<file path="src/core/buck_regs_consts.vh">
`ifndef BUCK_REGS_CONSTS_VH
`define BUCK_REGS_CONSTS_VH

// ==========================================================
// register offsets
`define OFS_OUTPUT_STATUS 8'h11
`define OFS_VOLTAGE_CHANGE 8'h20
`define OFS_BUCK_ONE_TARGET_A 8'h23
`define OFS_BUCK_ONE_TARGET_B 8'h24
`define OFS_BUCK_ONE_RAMP_RATE 8'h25

// ==========================================================
// status bit positions
`define ST_BUCK_ONE 0
`define ST_BUCK_TWO 2
`define ST_LINEAR_ONE 4
`define ST_LINEAR_TWO 5
`define ST_ALL_LINEAR 6
`define ST_ALL_BUCKS 7

// ==========================================================
// voltage change control bit positions
`define VC_BUCK_ONE_GO 0
`define VC_BUCK_ONE_SEL 1
`define VC_BUCK_TWO_GO 4
`define VC_BUCK_TWO_SEL 5

// ==========================================================
// reset values and field limits
`define RST_STATUS 8'h00
`define RST_VOLTAGE_CHANGE 4'h0
`define RST_RAMP_RATE 4'h8
`define DEF_CODE_A 5'h09
`define DEF_CODE_B 5'h09
`define CODE_EXT_CTRL 5'h00
`define CODE_MAX 5'h19
`define RATE_MAX 4'hA
`define DEVICE_ADDR 7'h60

// ==========================================================
// ramp timing
`define CLK_PERIOD_NS 4
`define BUCK_ONE_STEP_MV 50
`define NS_PER_US 1000

`endif

</file>
<file path="src/core/buck_one_ramp.v">
`timescale 1ns/100ps
`default_nettype none
`include "buck_regs_consts.vh"

module buck_one_ramp #(
  parameter [13:0] SLOW_STEP_CYCLES = 14'd12500,
  parameter [4:0] DEFAULT_CODE = `DEF_CODE_A
) (
  // clock and reset
  input wire clk,
  input wire rst_n,
  // control fields
  input wire go,
  input wire select,
  input wire [4:0] code_a,
  input wire [4:0] code_b,
  input wire [3:0] rate,
  // converter side
  output reg [4:0] present_code,
  output reg ext_ctrl,
  output reg ramping
);

  localparam [4:0] START_CODE =
    (DEFAULT_CODE > `CODE_MAX) ? `CODE_MAX : DEFAULT_CODE;
  localparam START_EXT = (DEFAULT_CODE == `CODE_EXT_CTRL);

  // ==========================================================
  // cycles per 50 mV code step for each rate code
  wire [13:0] step_cycles [0:15];
  genvar i;
  generate
    for (i = 0; i < 16; i = i + 1) begin : g_rate
      localparam integer R = (i > 10) ? 10 : ((i == 0) ? 1 : i);
      localparam integer C = SLOW_STEP_CYCLES / R;
      assign step_cycles[i] = (C < 1) ? 14'd1 : C[13:0];
    end
  endgenerate

  // ==========================================================
  // target selection and ramp
  wire [4:0] target_raw = select ? code_b : code_a;
  wire [4:0] target = (target_raw > `CODE_MAX) ? `CODE_MAX : target_raw;
  reg [13:0] cnt;
  wire [13:0] cnt_inc = cnt + 14'd1;
  wire [13:0] step_len = step_cycles[rate];

  always @(posedge clk or negedge rst_n) begin
    if (!rst_n) begin
      present_code <= START_CODE;
      ext_ctrl <= START_EXT;
      ramping <= 1'b0;
      cnt <= 14'h0000;
    end else if (!go) begin
      ramping <= 1'b0;
      cnt <= 14'h0000;
    end else if (target_raw == `CODE_EXT_CTRL) begin
      ext_ctrl <= 1'b1;
      ramping <= 1'b0;
      cnt <= 14'h0000;
    end else begin
      ext_ctrl <= 1'b0;
      if (present_code == target) begin
        ramping <= 1'b0;
        cnt <= 14'h0000;
      end else if (rate == 4'h0) begin
        present_code <= target;
        ramping <= 1'b0;
        cnt <= 14'h0000;
      end else begin
        ramping <= 1'b1;
        if (cnt_inc >= step_len) begin
          cnt <= 14'h0000;
          if (present_code < target) begin
            present_code <= present_code + 5'h01;
          end else begin
            present_code <= present_code - 5'h01;
          end
        end else begin
          cnt <= cnt_inc;
        end
      end
    end
  end

endmodule
`default_nettype wire

</file>
<file path="src/core/buck_voltage_regs.v">
// Behaviour
// read-only status register, 1 means output valid, all bits reset to 0
// status bits: buck1 D0, buck2 D2, lin1 D4, lin2 D5, D6, D7
// control select bit picks target A when 0, target B when 1
// control go bit 0 holds the output, 1 ramps to selected target
// all control register bits, reserved included, reset to 0
// target A 5-bit code, 1..25 maps 0.80-2.00 V, above 25 clamps
// target B uses the same 5-bit encoding, upper bits reserved
// code zero in either target hands voltage to external control
// reserved target bits reset to zero, code loads a factory default
// ramp moves at 4-bit rate code, 0 instant, else 1..10 mV/us
// writes to reserved bits ignored, they read back reset values
`timescale 1ns/100ps
`default_nettype none
`include "buck_regs_consts.vh"

module buck_voltage_regs #(
  parameter [6:0] DEVICE_ADDR = `DEVICE_ADDR,
  parameter [4:0] DEFAULT_CODE_A = `DEF_CODE_A,
  parameter [4:0] DEFAULT_CODE_B = `DEF_CODE_B,
  parameter [13:0] SLOW_STEP_CYCLES =
    `BUCK_ONE_STEP_MV * `NS_PER_US / `CLK_PERIOD_NS
) (
  // clock and reset
  input wire CLK,
  input wire RST_N,
  // serial register bus
  input wire SCL,
  input wire SDA_IN,
  output reg SDA_OUT,
  output reg SDA_OE,
  // regulator valid comparators
  input wire BUCK_ONE_OK,
  input wire BUCK_TWO_OK,
  input wire LINEAR_ONE_OK,
  input wire LINEAR_TWO_OK,
  // buck one converter control
  output wire [4:0] BUCK_ONE_CODE,
  output wire BUCK_ONE_EXT_CTRL,
  output wire BUCK_ONE_RAMPING,
  // buck two control fields
  output reg BUCK_TWO_TARGET_SELECT,
  output reg BUCK_TWO_RAMP_GO
);

  // ==========================================================
  // reset release
  reg rst_meta;
  reg rst_n;
  always @(posedge CLK or negedge RST_N) begin
    if (!RST_N) begin
      rst_meta <= 1'b0;
      rst_n <= 1'b0;
    end else begin
      rst_meta <= 1'b1;
      rst_n <= rst_meta;
    end
  end

  // ==========================================================
  // input synchronisers
  reg [5:0] sync_meta;
  reg [5:0] sync;
  reg scl_d;
  reg sda_d;
  always @(posedge CLK or negedge rst_n) begin
    if (!rst_n) begin
      sync_meta <= 6'h03;
      sync <= 6'h03;
      scl_d <= 1'b1;
      sda_d <= 1'b1;
    end else begin
      sync_meta <= {LINEAR_TWO_OK, LINEAR_ONE_OK, BUCK_TWO_OK, BUCK_ONE_OK,
                    SDA_IN, SCL};
      sync <= sync_meta;
      scl_d <= sync[0];
      sda_d <= sync[1];
    end
  end

  wire scl_s = sync[0];
  wire sda_s = sync[1];
  wire scl_rise = scl_s & ~scl_d;
  wire scl_fall = ~scl_s & scl_d;
  wire bus_start = scl_s & scl_d & sda_d & ~sda_s;
  wire bus_stop = scl_s & scl_d & ~sda_d & sda_s;

  // ==========================================================
  // status register
  reg [7:0] status;
  always @(posedge CLK or negedge rst_n) begin
    if (!rst_n) begin
      status <= `RST_STATUS;
    end else begin
      status <= 8'h00;
      status[`ST_BUCK_ONE] <= sync[2];
      status[`ST_BUCK_TWO] <= sync[3];
      status[`ST_LINEAR_ONE] <= sync[4];
      status[`ST_LINEAR_TWO] <= sync[5];
      status[`ST_ALL_LINEAR] <= sync[4] & sync[5];
      status[`ST_ALL_BUCKS] <= sync[2] & sync[3];
    end
  end

  // ==========================================================
  // writable registers
  reg buck_one_ramp_go;
  reg buck_one_target_select;
  reg [4:0] buck_one_code_a;
  reg [4:0] buck_one_code_b;
  reg [3:0] buck_one_ramp_rate;
  reg wr_en;
  reg [7:0] wr_addr;
  reg [7:0] wr_data;

  always @(posedge CLK or negedge rst_n) begin
    if (!rst_n) begin
      {BUCK_TWO_TARGET_SELECT, BUCK_TWO_RAMP_GO, buck_one_target_select,
       buck_one_ramp_go} <= `RST_VOLTAGE_CHANGE;
      buck_one_code_a <= DEFAULT_CODE_A;
      buck_one_code_b <= DEFAULT_CODE_B;
      buck_one_ramp_rate <= `RST_RAMP_RATE;
    end else if (wr_en) begin
      case (wr_addr)
        `OFS_VOLTAGE_CHANGE: begin
          buck_one_ramp_go <= wr_data[`VC_BUCK_ONE_GO];
          buck_one_target_select <= wr_data[`VC_BUCK_ONE_SEL];
          BUCK_TWO_RAMP_GO <= wr_data[`VC_BUCK_TWO_GO];
          BUCK_TWO_TARGET_SELECT <= wr_data[`VC_BUCK_TWO_SEL];
        end
        `OFS_BUCK_ONE_TARGET_A: buck_one_code_a <= wr_data[4:0];
        `OFS_BUCK_ONE_TARGET_B: buck_one_code_b <= wr_data[4:0];
        `OFS_BUCK_ONE_RAMP_RATE: buck_one_ramp_rate <= wr_data[3:0];
        `OFS_OUTPUT_STATUS: begin
          // status is read-only, a write to it changes nothing
          buck_one_ramp_rate <= buck_one_ramp_rate;
        end
        default: buck_one_ramp_rate <= buck_one_ramp_rate;
      endcase
    end
  end

  // ==========================================================
  // read multiplexer, reserved and unmapped bits read zero
  // register pointer, set by the pointer byte, advanced per data byte
  reg [7:0] rd_ptr;
  reg [7:0] rd_data;
  always @* begin
    rd_data = 8'h00;
    case (rd_ptr)
      `OFS_OUTPUT_STATUS: rd_data = status;
      `OFS_VOLTAGE_CHANGE: begin
        rd_data[`VC_BUCK_ONE_GO] = buck_one_ramp_go;
        rd_data[`VC_BUCK_ONE_SEL] = buck_one_target_select;
        rd_data[`VC_BUCK_TWO_GO] = BUCK_TWO_RAMP_GO;
        rd_data[`VC_BUCK_TWO_SEL] = BUCK_TWO_TARGET_SELECT;
      end
      `OFS_BUCK_ONE_TARGET_A: rd_data = {3'h0, buck_one_code_a};
      `OFS_BUCK_ONE_TARGET_B: rd_data = {3'h0, buck_one_code_b};
      `OFS_BUCK_ONE_RAMP_RATE: rd_data = {4'h0, buck_one_ramp_rate};
      default: rd_data = 8'h00;
    endcase
  end

  // ==========================================================
  // serial bus slave
  localparam [8:0] S_IDLE = 9'h001;
  localparam [8:0] S_ADDR = 9'h002;
  localparam [8:0] S_ADDR_ACK = 9'h004;
  localparam [8:0] S_PTR = 9'h008;
  localparam [8:0] S_PTR_ACK = 9'h010;
  localparam [8:0] S_WDATA = 9'h020;
  localparam [8:0] S_WDATA_ACK = 9'h040;
  localparam [8:0] S_RDATA = 9'h080;
  localparam [8:0] S_RDATA_ACK = 9'h100;

  reg [8:0] state;
  reg [3:0] bit_cnt;
  reg [7:0] shift;
  reg read_mode;

  // the first byte names this device in its upper seven bits
  wire addr_hit = (shift[7:1] == DEVICE_ADDR);

  always @(posedge CLK or negedge rst_n) begin
    if (!rst_n) begin
      state <= S_IDLE;
      bit_cnt <= 4'h0;
      shift <= 8'h00;
      read_mode <= 1'b0;
      rd_ptr <= 8'h00;
      SDA_OUT <= 1'b0;
      SDA_OE <= 1'b0;
      wr_en <= 1'b0;
      wr_addr <= 8'h00;
      wr_data <= 8'h00;
    end else begin
      wr_en <= 1'b0;
      SDA_OUT <= 1'b0;
      // a start or stop ends any transfer, a partial byte is dropped
      if (bus_start) begin
        state <= S_ADDR;
        bit_cnt <= 4'h0;
        SDA_OE <= 1'b0;
      end else if (bus_stop) begin
        state <= S_IDLE;
        SDA_OE <= 1'b0;
      end else begin
        case (state)
          S_IDLE: SDA_OE <= 1'b0;
          S_ADDR, S_PTR, S_WDATA: begin
            if (scl_rise && bit_cnt != 4'h8) begin
              shift <= {shift[6:0], sda_s};
              bit_cnt <= bit_cnt + 4'h1;
            end else if (scl_fall && bit_cnt == 4'h8) begin
              bit_cnt <= 4'h0;
              SDA_OE <= 1'b1;
              if (state == S_ADDR) begin
                if (addr_hit) begin
                  read_mode <= shift[0];
                  state <= S_ADDR_ACK;
                end else begin
                  SDA_OE <= 1'b0;
                  state <= S_IDLE;
                end
              end else if (state == S_PTR) begin
                rd_ptr <= shift;
                state <= S_PTR_ACK;
              end else begin
                wr_en <= 1'b1;
                wr_addr <= rd_ptr;
                wr_data <= shift;
                rd_ptr <= rd_ptr + 8'h01;
                state <= S_WDATA_ACK;
              end
            end
          end
          S_ADDR_ACK, S_RDATA_ACK: begin
            // a high data line at the ack clock is the host's nack
            if (scl_rise && state == S_RDATA_ACK && sda_s) begin
              state <= S_IDLE;
            end else if (scl_fall) begin
              if (read_mode) begin
                shift <= rd_data;
                SDA_OE <= ~rd_data[7];
                rd_ptr <= rd_ptr + 8'h01;
                bit_cnt <= 4'h0;
                state <= S_RDATA;
              end else begin
                SDA_OE <= 1'b0;
                state <= S_PTR;
              end
            end
          end
          S_PTR_ACK, S_WDATA_ACK: begin
            if (scl_fall) begin
              SDA_OE <= 1'b0;
              state <= S_WDATA;
            end
          end
          S_RDATA: begin
            if (scl_rise) begin
              bit_cnt <= bit_cnt + 4'h1;
            end else if (scl_fall) begin
              if (bit_cnt == 4'h8) begin
                SDA_OE <= 1'b0;
                state <= S_RDATA_ACK;
              end else begin
                shift <= {shift[6:0], 1'b0};
                SDA_OE <= ~shift[6];
              end
            end
          end
          default: begin
            SDA_OE <= 1'b0;
            state <= S_IDLE;
          end
        endcase
      end
    end
  end

  // ==========================================================
  // buck one target and ramp engine
  buck_one_ramp #(
    .SLOW_STEP_CYCLES(SLOW_STEP_CYCLES),
    .DEFAULT_CODE(DEFAULT_CODE_A)
  ) u_ramp (
    .clk(CLK),
    .rst_n(rst_n),
    .go(buck_one_ramp_go),
    .select(buck_one_target_select),
    .code_a(buck_one_code_a),
    .code_b(buck_one_code_b),
    .rate(buck_one_ramp_rate),
    .present_code(BUCK_ONE_CODE),
    .ext_ctrl(BUCK_ONE_EXT_CTRL),
    .ramping(BUCK_ONE_RAMPING)
  );

endmodule
`default_nettype wire

</file>
<file path="config.mk">
export PLATFORM = sky130hd
export DESIGN_NAME = buck_voltage_regs
export DESIGN_NICKNAME = d
export VERILOG_FILES = /design/src/core/buck_one_ramp.v /design/src/core/buck_voltage_regs.v
export VERILOG_INCLUDE_DIRS = /design/src /design/src/core
export SDC_FILE = /design/constraint.sdc
export NUM_CORES = 1
export LEC_CHECK = 0
export ABC_AREA = 1
export BUFFER_PORTS_ARGS = -buffer_cell sky130_fd_sc_hd__buf_2
export CAP_MARGIN = 20
export CORE_MARGIN = 2
export CORE_UTILIZATION = 40
export DETAILED_ROUTE_END_ITERATION = 16
export HOLD_SLACK_MARGIN = 0.15
export PLACE_DENSITY = 0.64
export SLEW_MARGIN = 20
export SYNTH_ARGS = -nofsm -noshare
export SYNTH_HDL_FRONTEND = slang
export SYNTH_SLANG_ARGS = --single-unit
</file>
<file path="constraint.sdc">
create_clock -name CLK -period 4 [get_ports CLK]
set_clock_uncertainty 0.15 [all_clocks]
set_input_delay 0.8 -clock CLK [delete_from_list [all_inputs] [get_ports CLK]]
set_output_delay 0.8 -clock CLK [all_outputs]
set_load 0.1 [all_outputs]
</file>
==> flow_summary.ini <==
[cts]
clk_latency_ns = 0.36
clock-root-buffer = clkbuf_16
clock_path_buffers = 2
clkTransAtPathRegs_ns = 0.08
clock_sinks = 107
numCtsBuffers = 9
cts_tree = yes
post_cts_buffers = 0
cts_htree_levels = 3

[synthesis]
yosysTopAreaCellShare_pct = 36.3
syn_area_per_cell_sq_um = 7.81
ys_ff_latch = 107
synth_cells = 820
synthMuxAreaShare_pct = 0.156
synth_compound_area_share_pct = 11.4
synth_xor_xnor_area_share_pct = 2.60
synth_top_family_by_area = simple AND/OR/NAND/NOR gates
synthTopCellsByArea = dfrtp_1 (36%), nand2_1 (11%), ha_1 (6.4%)
synth_fp_nets = 862
async_flop_share_pct = 100
synth_seq_area_share_pct = 42.1
yosysTopAreaCell = dfrtp_1
yosysUniqueCellTypes = 51
syn-cell-area_sq_mm = 0.00640
synth_adder_area_share_pct = 6.76
ys.flop_type = dfrtp_1
synth-edff-count = 0
synthSimpleGateAreaFrac_pct = 29.0
yosysWarnings = 0

[timing]
fmax_mhz = 289
finalSetupViolCount = 0
maxSlewViolCount = 0
tns_ns = 0
finalCritPeriodShare_pct = 86.5
hold_viol_final = 0
final.min_clock_period_ns = 3.46
rsz0062_at_grt = no
relSlewSlack_pct = 41.9
tightest_slew_ns = 0.868

[floorplan]
initial_core_util_pct = 40.6
core_area_sq_mm = 0.0158
die_area_sq_mm = 0.0170
num_rows = 46
die_h_um = 131
die_w_um = 131
ios = 19

[cells_and_area]
n_antenna_cell = 0
areaGrowthSynthToFinish_pct = 9.57
nets = 881
stdcell_area_sq_mm = 0.00702
fin_cells = 1060
drive_gt1_share_pct = 12.7

[min_path]
hold-path-endpoint = sync[2]$_DFF_PN0_
min-delay-start = sync_meta[2]$_DFF_PN0_
hold-path-cell-count = 0
hp-class = reg2reg

[critical_path]
crit_fanout = 11
ff2ff_path_depth = 20
cp-end-kind = flop
r2r-start = buck_one_target_select$_DFFE_PN0P_
rrSetupSlack_ns = 0.54
required_ns = 4.11
worst-setup-path-type = reg2reg
r2r-end = u_ramp.present_code[4]$_DFFE_PN0P_
startpoint_type = flop
cp.arrival_ns = 3.57

[power_and_ir_drop]
ir_drop_mv = 0.223
leakage_nw = 3.41
finalPower_w = 0.00264
p_per_area_mw_per_mm2 = 376

[global_route]
grt-ovfl-total = 0
grt_pass1_wl_mm = 24.2
grt.total_usage_pct = 17.8
grt_max_degree = 62
antenna_found_initial = 0
grt_pass1_vias = 4990

[route]
drt_iter0_drc = 434
dr.pass1.iters = 5
drc = 0
vias = 5268
routedWlPerCell_um = 13.3
viasPerCell = 4.97
ant_nets = 0
drt-total-wl_mm = 14.1

[placement]
post_dp_cell_area_sq_mm = 0.00670
hpwl_mm = 10.4
place_congestion = 0.906
dpl.cell_count = 1043
port-buffer-count = 17

[run_status]
status = complete, no violations

[run]
drv_cap = 0
## report_power, final
group,internal (W),leakage (nW),switching (W)
Combinational,0.000154,1.86,0.000308
Clock,0.000446,0.148,0.000463
Sequential,0.00116,1.39,0.000106
## layout by cell type (no fill, tap or decap), types with 3 or more instances in the layout
master	synthesis	layout
inv_2	9	9
nor2_2	9	9
nor2_1	82	82
nand3_2	5	5
nor3b_1	4	4
xnor2_1	6	6
nand2_1	180	180
ha_1	33	33
xor2_1	13	13
o21ai_0	72	72
o211ai_1	4	4
inv_6	0	3
nor2_4	4	4
o22ai_1	3	3
nand2_2	10	10
nand3_1	69	69
buf_2	6	17
dfstp_2	14	14
o21ai_1	14	14
inv_1	99	99
clkbuf_16	0	9
o21ai_2	8	8
buf_4	3	3
a21oi_1	19	19
dfrtp_1	93	92
nor3_1	17	17
nand4_1	11	11
## cells in the mapped netlist, drive strengths merged (11+ instances only)
cell and n:
dfstp 14, o21ai 95, nand4 12, dfrtp 93, nor2 95, inv 109
a21oi 20, ha 33, nand3 75, nand2 192, nor3 18, xor2 13
buf 11
## worst max-delay path by stage
| stage | from | to | slack, ns | depth (start not counted) |
|---|---|---|---|---|
| floorplan | rst_n$_DFF_PN0_ | BUCK_TWO_RAMP_GO$_DFFE_PN0P_ | 0.67 | 0 |
| global placement | buck_one_target_select$_DFFE_PN0P_ | u_ramp.present_code[4]$_DFFE_PN0P_ | 0.68 | 20 |
| detailed placement | buck_one_target_select$_DFFE_PN0P_ | u_ramp.present_code[4]$_DFFE_PN0P_ | 0.58 | 20 |
| CTS | buck_one_target_select$_DFFE_PN0P_ | u_ramp.present_code[4]$_DFFE_PN0P_ | 0.56 | 20 |
| global route | buck_one_target_select$_DFFE_PN0P_ | u_ramp.present_code[4]$_DFFE_PN0P_ | 0.21 | 20 |
| finish | buck_one_target_select$_DFFE_PN0P_ | u_ramp.present_code[4]$_DFFE_PN0P_ | 0.54 | 20 |
## worst max-delay path, cell delays in order, from the launching register on
cell,delay (ns)
dfrtp_1,0.49
o21ai_0,0.43
or2_1,0.22
nand2_1,0.09
ha_1,0.30
nand2_1,0.05
nor2_1,0.13
nand2_1,0.08
nand3_1,0.19
inv_1,0.10
fa_1,0.40
nor2_1,0.11
o21ai_0,0.11
nand2_1,0.08
nand2_1,0.06
nand2_1,0.07
nand2_1,0.05
nand3_1,0.05
o21ai_0,0.07
nand2_1,0.08
nand2_1,0.05
## repair_timing
item / CTS / global route
setup endpoints to repair: 0 / 0
resized for setup: 0 / 0
hold buffers: 1 / 0
hold endpoints to repair: 2 / 0
## sequential cells by signal, summed over array words and instances, names as in the netlist, 6 cells and up
| signal | flops |
|---|---|
| sync_meta | 6 |
| u_ramp.cnt | 14 |
| wr_data | 6 |
| rd_ptr | 8 |
| status | 6 |
| sync | 6 |
| state | 9 |
| wr_addr | 8 |
| shift | 8 |
## metal layers
metal	GRT usage, %	wire length, um	up-vias	share of wire (%)
li1	-	-	2706	-
met1	26.2	7120	2436	51
met2	26.7	6200	109	44
met3	2.69	532	17	3.8
met4	6.32	214	0	1.5
met5	0	0	-	0
## metrics by stage
stage	hold WS, ns	utilization [%]	setup slack (ns)
after global routing	0.211	44.5	0.212
after CTS	0.203	44.5	0.556
final	0.201	44.5	0.539
after floorplan	0.181	-	0.673
after detailed placement	0.185	42.5	0.576
after global placement	0.184	42.5	0.677
## cells by family (layout without fill, tap and decap cells)
group           Yosys count  in the layout
fa+ha+maj                34             34
compound gates          130            130
other cells               2              2
simple gates            403            403
flops                   107            107
mux                       1              1
buf+inv                 124            148
xor+xnor                 19             19
## area by class of cell
cell class / instances / area, sq um
fill: 1587 / 8750
sequential: 107 / 2700
inverter: 111 / 419
tap: 216 / 270
timing repair buffer: 21 / 118
multi-input combinational: 589 / 3210
clock buffer: 9 / 225
clock inverter: 7 / 78.8
(Power assumes the default switching activity.)
